--- src/verilog/iso_split_pkg.sv ---
package iso_split_pkg;
  localparam int          AW          = 5;
  localparam int          DW          = 32;
  localparam int          BYTE_W      = 8;
  localparam int          FIFO_DEPTH  = 16;
  // Register byte offsets
  localparam logic [4:0]  OFS_DW0     = 5'h00;
  localparam logic [4:0]  OFS_DW1     = 5'h04;
  localparam logic [4:0]  OFS_DW2     = 5'h08;
  localparam logic [4:0]  OFS_DW3     = 5'h0C;
  localparam logic [4:0]  OFS_CTRL    = 5'h10;
  localparam logic [4:0]  OFS_STAT    = 5'h14;
  localparam logic [4:0]  OFS_DATA    = 5'h18;
  // Descriptor word indices
  localparam logic [1:0]  W_DW0       = 2'h0;
  localparam logic [1:0]  W_DW1       = 2'h1;
  localparam logic [1:0]  W_DW3       = 2'h3;
  // Field positions inside their 32-bit word
  localparam int          FA_LSB      = 3;
  localparam int          FA_W        = 7;
  localparam int          EP_HI_LSB   = 0;
  localparam int          EP_LO_BIT   = 31;
  localparam int          TOKEN_LSB   = 10;
  localparam int          SPLIT_BIT   = 14;
  localparam int          SPL_LSB     = 18;
  localparam int          SPL_W       = 11;
  localparam int          TOT_LSB     = 3;
  localparam int          TOT_W       = 15;
  localparam int          VALID_BIT   = 0;
  localparam int          ACTIVE_BIT  = 31;
  localparam int          XFER_W      = 12;
  localparam int          CTRL_EN_BIT = 0;
  localparam logic [1:0]  TOKEN_OUT   = 2'h0;
  localparam logic [1:0]  TOKEN_IN    = 2'h1;
  localparam logic [31:0] CTRL_RESET  = 32'h0000_0000;

  typedef enum logic [3:0] {
    ST_IDLE, ST_F0, ST_F1, ST_F3, ST_CHK, ST_TOKEN, ST_DATA, ST_WB0, ST_WB3
  } state_t;
endpackage

--- src/verilog/iso_split_descriptor_fields.sv ---
// How it works
// - 7-bit function address field becomes the token's device address.
// - Endpoint upper three bits in the high word, lowest bit at word0 bit 31.
// - Split max length caps the bytes moved per start split.
// - 15-bit total byte count bounds all bytes moved by a descriptor.
// - Without split, total byte count acts as the downstream max packet size.
// - Controller clears valid when done or on a fatal error.
// - Token field 00 selects OUT, 01 selects IN.
// - Split bit zero is plain high-speed, one is split through translator.
//
// Our own choices: the register offsets and the plain strobed port.
`timescale 1ns/1ns
module iso_split_descriptor_fields (
  input  wire logic        mclk,       // Clock, 125 MHz
  input  wire logic        reset_n,    // Async reset, active low
  input  wire logic [4:0]  addr,       // Register byte address
  input  wire logic [31:0] wdata,      // Register write data
  input  wire logic        wr,         // Write strobe
  input  wire logic        rd,         // Read strobe
  output logic      [31:0] rdata,      // Read data, cycle after rd
  output logic             tok_valid,  // Token request
  input  wire logic        tok_ready,  // Token accepted
  output logic             tok_in,     // Token is IN
  output logic             tok_split,  // Split transaction
  output logic      [6:0]  tok_addr,   // Function address
  output logic      [3:0]  tok_endp,   // Endpoint number
  output logic      [14:0] tok_len,    // Bytes in this transaction
  output logic             tx_valid,   // OUT byte valid
  input  wire logic        tx_ready,   // OUT byte taken
  output logic      [7:0]  tx_data,    // OUT byte
  input  wire logic        rx_valid,   // IN byte valid
  output logic             rx_ready,   // IN byte taken
  input  wire logic [7:0]  rx_data,    // IN byte
  input  wire logic        fatal_err,  // Fatal link error pulse
  output logic             busy,       // Descriptor in execution
  output logic             done        // Descriptor retired pulse
);
  iso_split_pkg::state_t state_q;
  logic [31:0] w0_q;
  logic [31:0] w1_q;
  logic [31:0] w3_q;
  logic [31:0] ctrl_q;
  logic [14:0] remain_q;
  logic [14:0] chunk_q;
  logic [14:0] moved_q;
  logic        err_q;
  logic        dir_in_q;
  logic [2:0]  rsel_q;
  logic [8:0]  pop_q;
  logic [31:0] mem_rd_a;
  logic [31:0] mem_rd_b;
  logic [1:0]  mem_raddr_b;
  logic        mem_we;
  logic [1:0]  mem_waddr;
  logic [31:0] mem_wdata;
  logic        f_in_valid;
  logic        f_in_ready;
  logic [7:0]  f_in_data;
  logic        f_out_valid;
  logic        f_out_ready;
  logic [7:0]  f_out_data;
  logic [4:0]  f_level;
  logic        sw_push;
  logic        sw_pop;
  logic        beat;
  logic        hw_wr;
  logic [14:0] tot;
  logic [14:0] spl;
  logic        split;

  // Bytes for the next transaction: whole rest, or capped per start split
  function automatic logic [14:0] next_len(input logic [14:0] rest,
                                           input logic [14:0] cap,
                                           input logic        is_split);
    if (is_split && (cap < rest))
      next_len = cap;
    else
      next_len = rest;
  endfunction

  assign tot   = w0_q[iso_split_pkg::TOT_LSB +: iso_split_pkg::TOT_W];
  assign spl   = {4'h0, w0_q[iso_split_pkg::SPL_LSB +: iso_split_pkg::SPL_W]};
  assign split = w1_q[iso_split_pkg::SPLIT_BIT];

  desc_mem u_mem (
    .mclk    (mclk),
    .reset_n (reset_n),
    .we      (mem_we),
    .waddr   (mem_waddr),
    .wdata   (mem_wdata),
    .raddr_a (addr[3:2]),
    .rdata_a (mem_rd_a),
    .raddr_b (mem_raddr_b),
    .rdata_b (mem_rd_b)
  );

  byte_fifo #(
    .WIDTH (iso_split_pkg::BYTE_W),
    .DEPTH (iso_split_pkg::FIFO_DEPTH)
  ) u_fifo (
    .mclk      (mclk),
    .reset_n   (reset_n),
    .in_valid  (f_in_valid),
    .in_ready  (f_in_ready),
    .in_data   (f_in_data),
    .out_valid (f_out_valid),
    .out_ready (f_out_ready),
    .out_data  (f_out_data),
    .level     (f_level)
  );

  // Descriptor store: write-back has priority; software writes then are dropped
  assign hw_wr = (state_q == iso_split_pkg::ST_WB0) || (state_q == iso_split_pkg::ST_WB3);
  assign mem_we = hw_wr || (wr && (addr[4] == 1'b0));
  always_comb
  begin
    mem_waddr = addr[3:2];
    mem_wdata = wdata;
    if (state_q == iso_split_pkg::ST_WB0)
    begin
      mem_waddr = iso_split_pkg::W_DW0;
      mem_wdata = w0_q;
      mem_wdata[iso_split_pkg::VALID_BIT] = 1'b0;
    end
    else if (state_q == iso_split_pkg::ST_WB3)
    begin
      mem_waddr = iso_split_pkg::W_DW3;
      mem_wdata = w3_q;
      mem_wdata[iso_split_pkg::ACTIVE_BIT] = 1'b0;
      mem_wdata[iso_split_pkg::XFER_W-1:0] = moved_q[iso_split_pkg::XFER_W-1:0];
    end
  end

  always_comb
  begin
    case (state_q)
      iso_split_pkg::ST_F1:    mem_raddr_b = iso_split_pkg::W_DW1;
      iso_split_pkg::ST_F3:    mem_raddr_b = iso_split_pkg::W_DW3;
      default:                 mem_raddr_b = iso_split_pkg::W_DW0;
    endcase
  end

  // Data path: OUT drains to tx, IN fills from rx
  assign sw_push     = wr && (addr == iso_split_pkg::OFS_DATA);
  assign sw_pop      = rd && (addr == iso_split_pkg::OFS_DATA);
  assign rx_ready    = (state_q == iso_split_pkg::ST_DATA) && dir_in_q && f_in_ready;
  assign tx_valid    = (state_q == iso_split_pkg::ST_DATA) && !dir_in_q && f_out_valid;
  assign tx_data     = f_out_data;
  assign f_in_valid  = dir_in_q ? (rx_valid && rx_ready) : sw_push;
  assign f_in_data   = dir_in_q ? rx_data : wdata[7:0];
  assign f_out_ready = dir_in_q ? sw_pop : tx_ready && (state_q == iso_split_pkg::ST_DATA);
  assign beat        = dir_in_q ? (rx_valid && rx_ready) : (tx_valid && tx_ready);

  assign tok_valid = (state_q == iso_split_pkg::ST_TOKEN);
  assign tok_in    = dir_in_q;
  assign tok_split = split;
  assign tok_addr  = w1_q[iso_split_pkg::FA_LSB +: iso_split_pkg::FA_W];
  assign tok_endp  = {w1_q[iso_split_pkg::EP_HI_LSB +: 3], w0_q[iso_split_pkg::EP_LO_BIT]};
  assign tok_len   = chunk_q;
  assign busy      = (state_q != iso_split_pkg::ST_IDLE);
  assign done      = (state_q == iso_split_pkg::ST_WB3);

  // Sequencer
  always_ff @(posedge mclk or negedge reset_n)
  begin
    if (!reset_n)
      state_q <= iso_split_pkg::ST_IDLE;
    else
    begin
      case (state_q)
        iso_split_pkg::ST_IDLE:
          if (ctrl_q[iso_split_pkg::CTRL_EN_BIT])
            state_q <= iso_split_pkg::ST_F0;
        iso_split_pkg::ST_F0:  state_q <= iso_split_pkg::ST_F1;
        iso_split_pkg::ST_F1:  state_q <= iso_split_pkg::ST_F3;
        iso_split_pkg::ST_F3:  state_q <= iso_split_pkg::ST_CHK;
        iso_split_pkg::ST_CHK:
          if (!w0_q[iso_split_pkg::VALID_BIT])
            state_q <= iso_split_pkg::ST_IDLE;
          else if (tot == 15'h0000)
            state_q <= iso_split_pkg::ST_WB0;
          else if (split && (spl == 15'h0000))
            state_q <= iso_split_pkg::ST_WB0;
          else
            state_q <= iso_split_pkg::ST_TOKEN;
        iso_split_pkg::ST_TOKEN:
          if (fatal_err)
            state_q <= iso_split_pkg::ST_WB0;
          else if (tok_ready)
            state_q <= iso_split_pkg::ST_DATA;
        iso_split_pkg::ST_DATA:
          if (fatal_err)
            state_q <= iso_split_pkg::ST_WB0;
          else if (beat && (chunk_q == 15'h0001))
            state_q <= (remain_q == 15'h0001) ? iso_split_pkg::ST_WB0
                                              : iso_split_pkg::ST_TOKEN;
        iso_split_pkg::ST_WB0: state_q <= iso_split_pkg::ST_WB3;
        iso_split_pkg::ST_WB3: state_q <= iso_split_pkg::ST_IDLE;
        default:               state_q <= iso_split_pkg::ST_IDLE;
      endcase
    end
  end

  // Descriptor capture, reserved bits kept as read
  always_ff @(posedge mclk or negedge reset_n)
  begin
    if (!reset_n)
    begin
      w0_q     <= 32'h0000_0000;
      w1_q     <= 32'h0000_0000;
      w3_q     <= 32'h0000_0000;
      dir_in_q <= 1'b0;
    end
    else
    begin
      if (state_q == iso_split_pkg::ST_F1)
        w0_q <= mem_rd_b;
      if (state_q == iso_split_pkg::ST_F3)
        w1_q <= mem_rd_b;
      if (state_q == iso_split_pkg::ST_CHK)
      begin
        w3_q <= mem_rd_b;
        if (w0_q[iso_split_pkg::VALID_BIT])
          dir_in_q <= (w1_q[iso_split_pkg::TOKEN_LSB +: 2] == iso_split_pkg::TOKEN_IN);
      end
    end
  end

  // Byte accounting per transaction and per descriptor
  always_ff @(posedge mclk or negedge reset_n)
  begin
    if (!reset_n)
    begin
      remain_q <= 15'h0000;
      chunk_q  <= 15'h0000;
      moved_q  <= 15'h0000;
    end
    else if (state_q == iso_split_pkg::ST_CHK)
    begin
      remain_q <= tot;
      chunk_q  <= next_len(tot, spl, split);
      moved_q  <= 15'h0000;
    end
    else if ((state_q == iso_split_pkg::ST_DATA) && beat)
    begin
      remain_q <= remain_q - 15'h0001;
      moved_q  <= moved_q + 15'h0001;
      if (chunk_q == 15'h0001)
        chunk_q <= next_len(remain_q - 15'h0001, spl, split);
      else
        chunk_q <= chunk_q - 15'h0001;
    end
  end

  always_ff @(posedge mclk or negedge reset_n)
  begin
    if (!reset_n)
      err_q <= 1'b0;
    else if (state_q == iso_split_pkg::ST_CHK)
      err_q <= 1'b0;
    else if (fatal_err && ((state_q == iso_split_pkg::ST_TOKEN) ||
                           (state_q == iso_split_pkg::ST_DATA)))
      err_q <= 1'b1;
  end

  // Register bus
  always_ff @(posedge mclk or negedge reset_n)
  begin
    if (!reset_n)
      ctrl_q <= iso_split_pkg::CTRL_RESET;
    else if (wr && (addr == iso_split_pkg::OFS_CTRL))
      ctrl_q <= {31'h0000_0000, wdata[iso_split_pkg::CTRL_EN_BIT]};
  end

  always_ff @(posedge mclk or negedge reset_n)
  begin
    if (!reset_n)
    begin
      rsel_q <= 3'h0;
      pop_q  <= 9'h000;
    end
    else
    begin
      rsel_q <= 3'h0;
      if (rd)
      begin
        if (addr[4] == 1'b0)
          rsel_q <= 3'h1;
        else if (addr == iso_split_pkg::OFS_CTRL)
          rsel_q <= 3'h2;
        else if (addr == iso_split_pkg::OFS_STAT)
          rsel_q <= 3'h3;
        else if (addr == iso_split_pkg::OFS_DATA)
          rsel_q <= 3'h4;
      end
      if (sw_pop)
        pop_q <= {dir_in_q && f_out_valid, f_out_data};
    end
  end

  always_comb
  begin
    case (rsel_q)
      3'h1:    rdata = mem_rd_a;
      3'h2:    rdata = ctrl_q;
      3'h3:    rdata = {moved_q, f_level, err_q, !f_in_ready, f_out_valid, dir_in_q, 4'h0,
                        busy, state_q == iso_split_pkg::ST_IDLE, 2'h0};
      3'h4:    rdata = {23'h00_0000, pop_q};
      default: rdata = 32'h0000_0000;
    endcase
  end
endmodule

--- src/verilog/desc_mem.sv ---
`timescale 1ns/1ns
// Four-word descriptor store, one write port and two registered read ports
module desc_mem (
  input  wire logic        mclk,     // Clock
  input  wire logic        reset_n,  // Async reset, active low
  input  wire logic        we,       // Write enable
  input  wire logic [1:0]  waddr,    // Write word index
  input  wire logic [31:0] wdata,    // Write data
  input  wire logic [1:0]  raddr_a,  // Software read index
  output logic      [31:0] rdata_a,  // Software read data, registered
  input  wire logic [1:0]  raddr_b,  // Controller read index
  output logic      [31:0] rdata_b   // Controller read data, registered
);
  logic [31:0] mem_q [4];

  always_ff @(posedge mclk or negedge reset_n)
  begin
    if (!reset_n)
    begin
      for (int i = 0; i < 4; i++)
        mem_q[i] <= 32'h0000_0000;
    end
    else if (we)
      mem_q[waddr] <= wdata;
  end

  always_ff @(posedge mclk or negedge reset_n)
  begin
    if (!reset_n)
    begin
      rdata_a <= 32'h0000_0000;
      rdata_b <= 32'h0000_0000;
    end
    else
    begin
      rdata_a <= mem_q[raddr_a];
      rdata_b <= mem_q[raddr_b];
    end
  end
endmodule

--- src/verilog/byte_fifo.sv ---
`timescale 1ns/1ns
module byte_fifo #(
  parameter int WIDTH = 8,
  parameter int DEPTH = 16
) (
  input  wire logic             mclk,      // Clock
  input  wire logic             reset_n,   // Async reset, active low
  input  wire logic             in_valid,  // Push request
  output logic                  in_ready,  // Not full
  input  wire logic [WIDTH-1:0] in_data,   // Push data
  output logic                  out_valid, // Not empty
  input  wire logic             out_ready, // Pop request
  output logic      [WIDTH-1:0] out_data,  // Head word
  output logic [$clog2(DEPTH):0] level     // Words held
);
  localparam int PW = $clog2(DEPTH);
  logic [WIDTH-1:0] buf_q [DEPTH];
  logic [PW:0]      wp_q;
  logic [PW:0]      rp_q;
  logic             push;
  logic             pop;

  assign level     = wp_q - rp_q;
  assign in_ready  = (level != (PW+1)'(DEPTH));
  assign out_valid = (wp_q != rp_q);
  assign out_data  = buf_q[rp_q[PW-1:0]];
  assign push      = in_valid && in_ready;
  assign pop       = out_valid && out_ready;

  always_ff @(posedge mclk)
  begin
    if (push)
      buf_q[wp_q[PW-1:0]] <= in_data;
  end

  always_ff @(posedge mclk or negedge reset_n)
  begin
    if (!reset_n)
    begin
      wp_q <= '0;
      rp_q <= '0;
    end
    else
    begin
      if (push)
        wp_q <= wp_q + 1'b1;
      if (pop)
        rp_q <= rp_q + 1'b1;
    end
  end
endmodule

--- config.mk ---
export PLATFORM = sky130hd
export DESIGN_NAME = iso_split_descriptor_fields
export DESIGN_NICKNAME = d
export VERILOG_FILES = /design/src/verilog/iso_split_pkg.sv /design/src/verilog/iso_split_descriptor_fields.sv /design/src/verilog/desc_mem.sv /design/src/verilog/byte_fifo.sv
export SDC_FILE = /design/constraint.sdc
export NUM_CORES = 1
export LEC_CHECK = 0
export BUFFER_PORTS_ARGS = -buffer_cell sky130_fd_sc_hd__buf_4
export CAP_MARGIN = 20
export CORE_MARGIN = 2
export CORE_UTILIZATION = 61
export DETAILED_ROUTE_END_ITERATION = 10
export GPL_TIMING_DRIVEN = 0
export PLACE_DENSITY = 0.78
export SYNTH_ARGS = -nofsm -noshare
export SYNTH_HDL_FRONTEND = slang
export SYNTH_SLANG_ARGS = --single-unit
--- constraint.sdc ---
create_clock -name mclk -period 4.8 [get_ports mclk]
set_input_delay 0.96 -clock mclk [delete_from_list [all_inputs] [get_ports mclk]]
set_output_delay 0.96 -clock mclk [all_outputs]
set_load 0.05 [all_outputs]
==> impl_metrics.yaml <==
setup_path:
  cp_common_cell: "buf_4"
  arrival_ns: 3.64
  crit_chain: "clkbuf_1 > buf_4 > inv_1 > fa_1 > xnor2_1 > nand3b_1 > a2111oi_4 > mux2i_1 > nor2_1 > buf_4"
  crit_buf_inv: 4
  crit_family: "buffers and inverters"
  start_kind: "register"
  worstPathRequired_ns: 3.84
  path_class: "reg -> out"
  cp_max_fo: 10
  cp_slowest_cell: "fa_1"
  cpPeakStageDelay_ns: 0.48
  end_kind: "output port"
synthesis:
  syn-instance-count: 1797
  synth_fp_nets: 1885
  async_flop_share_pct: 72.05
  synth_edf_count: 128
  syn_area_per_cell_sq_um: 12.02
  syn-cell-area_sq_um: 21600
  ys.flop_type: "dfrtp_1"
  ys_types: 69
  ys_seq_area_share_pct: 56.03
  ys_ff_latch: 458
  synth_warnings: 0
place:
  dp_slack_ns: 0.1906
  portBuffers: 125
  numPlacedInstances: 2379
  gp_congestion: 0.9570
  place_hpwl_um: 45300
power_and_ir_drop:
  vdd_ir_drop_max_v: 0.0004673
  leakagePower_nw: 10.33
  finalPower_w: 0.01536
  powerDensity_nw_per_um2: 622.9
route:
  wire_per_inst_um: 26.31
  via_per_inst: 6.552
  routed_wl_um: 64810
  drc: 0
  drt-initial-drc-count: 1657
  ant_nets: 0
  num_vias: 16138
  firstDrtPassIters: 5
global_route:
  antenna_found_initial: 1
  grt_pass1_wl_um: 98040
  grt_pass1_vias: 16187
  grt_overflow_total: 0
  grt_max_degree: 114
  grtUsageTotal_pct: 36.13
final_layout:
  final_cells: 2463
  syn_to_final_growth_pct: 14.21
  nNetsFinal: 2061
  drive_gt1_share_pct: 20.78
floorplan:
  rows: 68
  initial_utilization_pct: 62.22
  die_h_um: 192.2
  dieArea_sq_um: 36930
  core_area_sq_um: 34710
  fp.dieW_um: 192.2
  io_pins: 126
timing:
  grt_setup_unrepaired: "no"
  setup_viol: 0
  fin_tns_setup_ns: 0
  layout_setup_ws_ns: 0.2025
  max_freq_mhz: 217.5
  slew_violations: 0
  fin_crit_ns: 4.598
  period_share_pct: 95.78
  slew_headroom_pct: 14.86
  tightest_slew_ns: 1.277
  final.setup_skew_ns: 0.02493
  hold_viol_final: 0
clocking:
  cts_tree: "done"
  clock_path_buffers: 3
  clock_sinks: 458
  clk_latency_ns: 0.58
  cts-root-buf: "clkbuf_16"
  htree_num_levels: 2
  numCtsBuffers: 46
  cts.clk_slew.worst_paths_ns: 0.06
run:
  drv_cap: 0
status:
  status: "finished clean"
worst_hold_path:
  min_path_type: "in -> async"
## layout make-up
class,count,area (sq um)
Fill cell,2341,10050
Inverter,43,161.4
Multi-Input combinational cell,1184,8835
Antenna cell,1,2.502
Buffer,112,505.5
Sequential cell,458,12100
Timing Repair Buffer,128,1021
Tap cell,455,569.3
Clock buffer,64,1280
Clock inverter,18,191.4
## state kept, by name (all words and copies together) (netlist names), 4 cells and up
| signal | cells |
|---|---|
| tok_len | 15 |
| state_q | 4 |
| w3_q | 19 |
| u_mem.rdata_b | 32 |
| remain_q | 15 |
| pop_q | 9 |
| u_fifo.buf_q | 128 |
| u_mem.mem_q | 128 |
| u_fifo.wp_q | 5 |
| u_fifo.rp_q | 5 |
| u_mem.rdata_a | 32 |
| w1_q | 13 |
| w0_q | 32 |
| moved_q | 15 |
## through the flow
stage          instance area (sq um)  util, %  hold slack, ns
2_1_floorplan                  21600        -          0.4331
3_3_place_gp                   23110    66.56          0.4460
3_5_place_dp                   23170    66.74          0.4592
4_1_cts                        24640    71.00          0.4661
5_1_grt                        24660    71.05          0.4863
6_report                       24670    71.06          0.4467
## kinds of logic after synthesis
logic type / synth area share [%]
AND/OR/NAND/NOR: 10.65
buffers and inverters: 3.064
adder cells (fa/ha/maj): 2.062
AO/OA/AOI/OAI: 8.603
flip-flops: 56.03
XOR/XNOR: 1.825
multiplexers: 17.76
## worst reg2reg max path, stage by stage (launching register included)
cell	delay, ns
dfrtp_1	0.38
clkbuf_1	0.33
buf_4	0.28
inv_1	0.15
ha_1	0.35
and3b_1	0.18
o21ai_0	0.38
a2111oi_4	0.16
buf_12	0.16
o22ai_1	0.95
buf_2	0.47
nor2_1	0.19
a21oi_1	0.25
o211ai_1	0.12
## power by group
| part | switching [W] | total [W] | internal, W |
|---|---|---|---|
| Sequential | 0.00114 | 0.00631 | 0.00517 |
| Combinational | 0.00326 | 0.00547 | 0.00221 |
| Clock | 0.00155 | 0.00358 | 0.00203 |
| Total | 0.00595 | 0.0154 | 0.00941 |
## layout by cell type (no fill, tap or decap), types with 5 or more instances in the layout
cell type,Yosys,routed
dfrtp_1,330,330
nand2_1,205,205
nor2_1,158,158
buf_4,13,138
edfxtp_1,128,128
mux2_2,110,110
o21ai_0,109,109
a21oi_1,102,102
mux2i_1,96,96
clkbuf_1,69,82
mux4_2,72,72
clkbuf_16,0,47
inv_1,42,42
ha_1,34,34
a21o_1,33,33
nor3_1,28,28
xnor2_1,26,26
nand3_1,25,25
xor2_1,19,19
and2_1,17,17
buf_2,13,14
nor4_1,14,14
buf_1,15,13
nand4_1,12,12
a211oi_1,11,11
nand2b_1,7,7
or3_1,7,7
nand3b_1,7,7
o22ai_1,7,7
nor3b_1,6,6
a31oi_1,6,6
nor2b_1,5,5
a22oi_1,5,5
and3_1,5,5
clkinv_2,0,5
## synth_stat cells, drive strengths merged, types with 6 or more instances
cell type / n / area, sq um
a211oi: 11 / 82.58
a21o: 33 / 247.7
a21oi: 102 / 510.5
a31oi: 6 / 37.54
and2: 18 / 112.6
buf: 43 / 241.5
clkbuf: 69 / 259.0
dfrtp: 330 / 8258
edfxtp: 128 / 3844
ha: 34 / 425.4
inv: 43 / 161.4
mux2: 111 / 1254
mux2i: 96 / 960.9
mux4: 72 / 1622
nand2: 206 / 775.8
nand2b: 7 / 43.79
nand3: 25 / 125.1
nand3b: 7 / 52.55
nand4: 12 / 75.07
nor2: 159 / 599.3
nor3: 28 / 140.1
nor3b: 8 / 70.06
nor4: 15 / 100.1
o21ai: 112 / 560.5
o22ai: 7 / 43.79
or3: 7 / 43.79
xnor2: 26 / 227.7
xor2: 19 / 166.4
## routing by layer
layer	routed length [um]	vias to the layer above	global-route usage, %
met4	2615	0	14.18
met3	7846	177	10.01
met1	24060	8052	48.06
li1	-	6829	-
met5	0	-	0
met2	30280	1080	56.85
## path summary, 6_finish.rpt
path	startpoint	to	slack, ns	depth (start not counted)
worst max-delay path	u_fifo.rp_q[1]$_DFFE_PN0P_	rdata[10]	0.20	10
worst min-delay path	reset_n	u_mem.mem_q[47]$_DFFE_PN0P_	0.45	1
worst max register to register	u_fifo.rp_q[1]$_DFFE_PN0P_	tok_len[10]$_DFFE_PN0P_	0.32	13
worst min register to register	u_mem.rdata_b[28]$_DFF_PN0_	w3_q[28]$_DFFE_PN0P_	0.47	2
max in group asynchronous	reset_n	u_mem.rdata_b[27]$_DFF_PN0_	3.29	2
min in group mclk	u_mem.rdata_b[28]$_DFF_PN0_	w3_q[28]$_DFFE_PN0P_	0.47	2
## timing repair
| action | CTS | global route |
|---|---|---|
| pin swaps | 0 | 1 |
| hold buffers | 0 | 0 |
| setup buffers | 0 | 1 |
| setup endpoints to repair | 2 | 1 |
| hold endpoints to repair | 0 | 0 |
| resized for setup | 3 | 0 |
No activity file was read; power rests on OpenSTA's default activity.
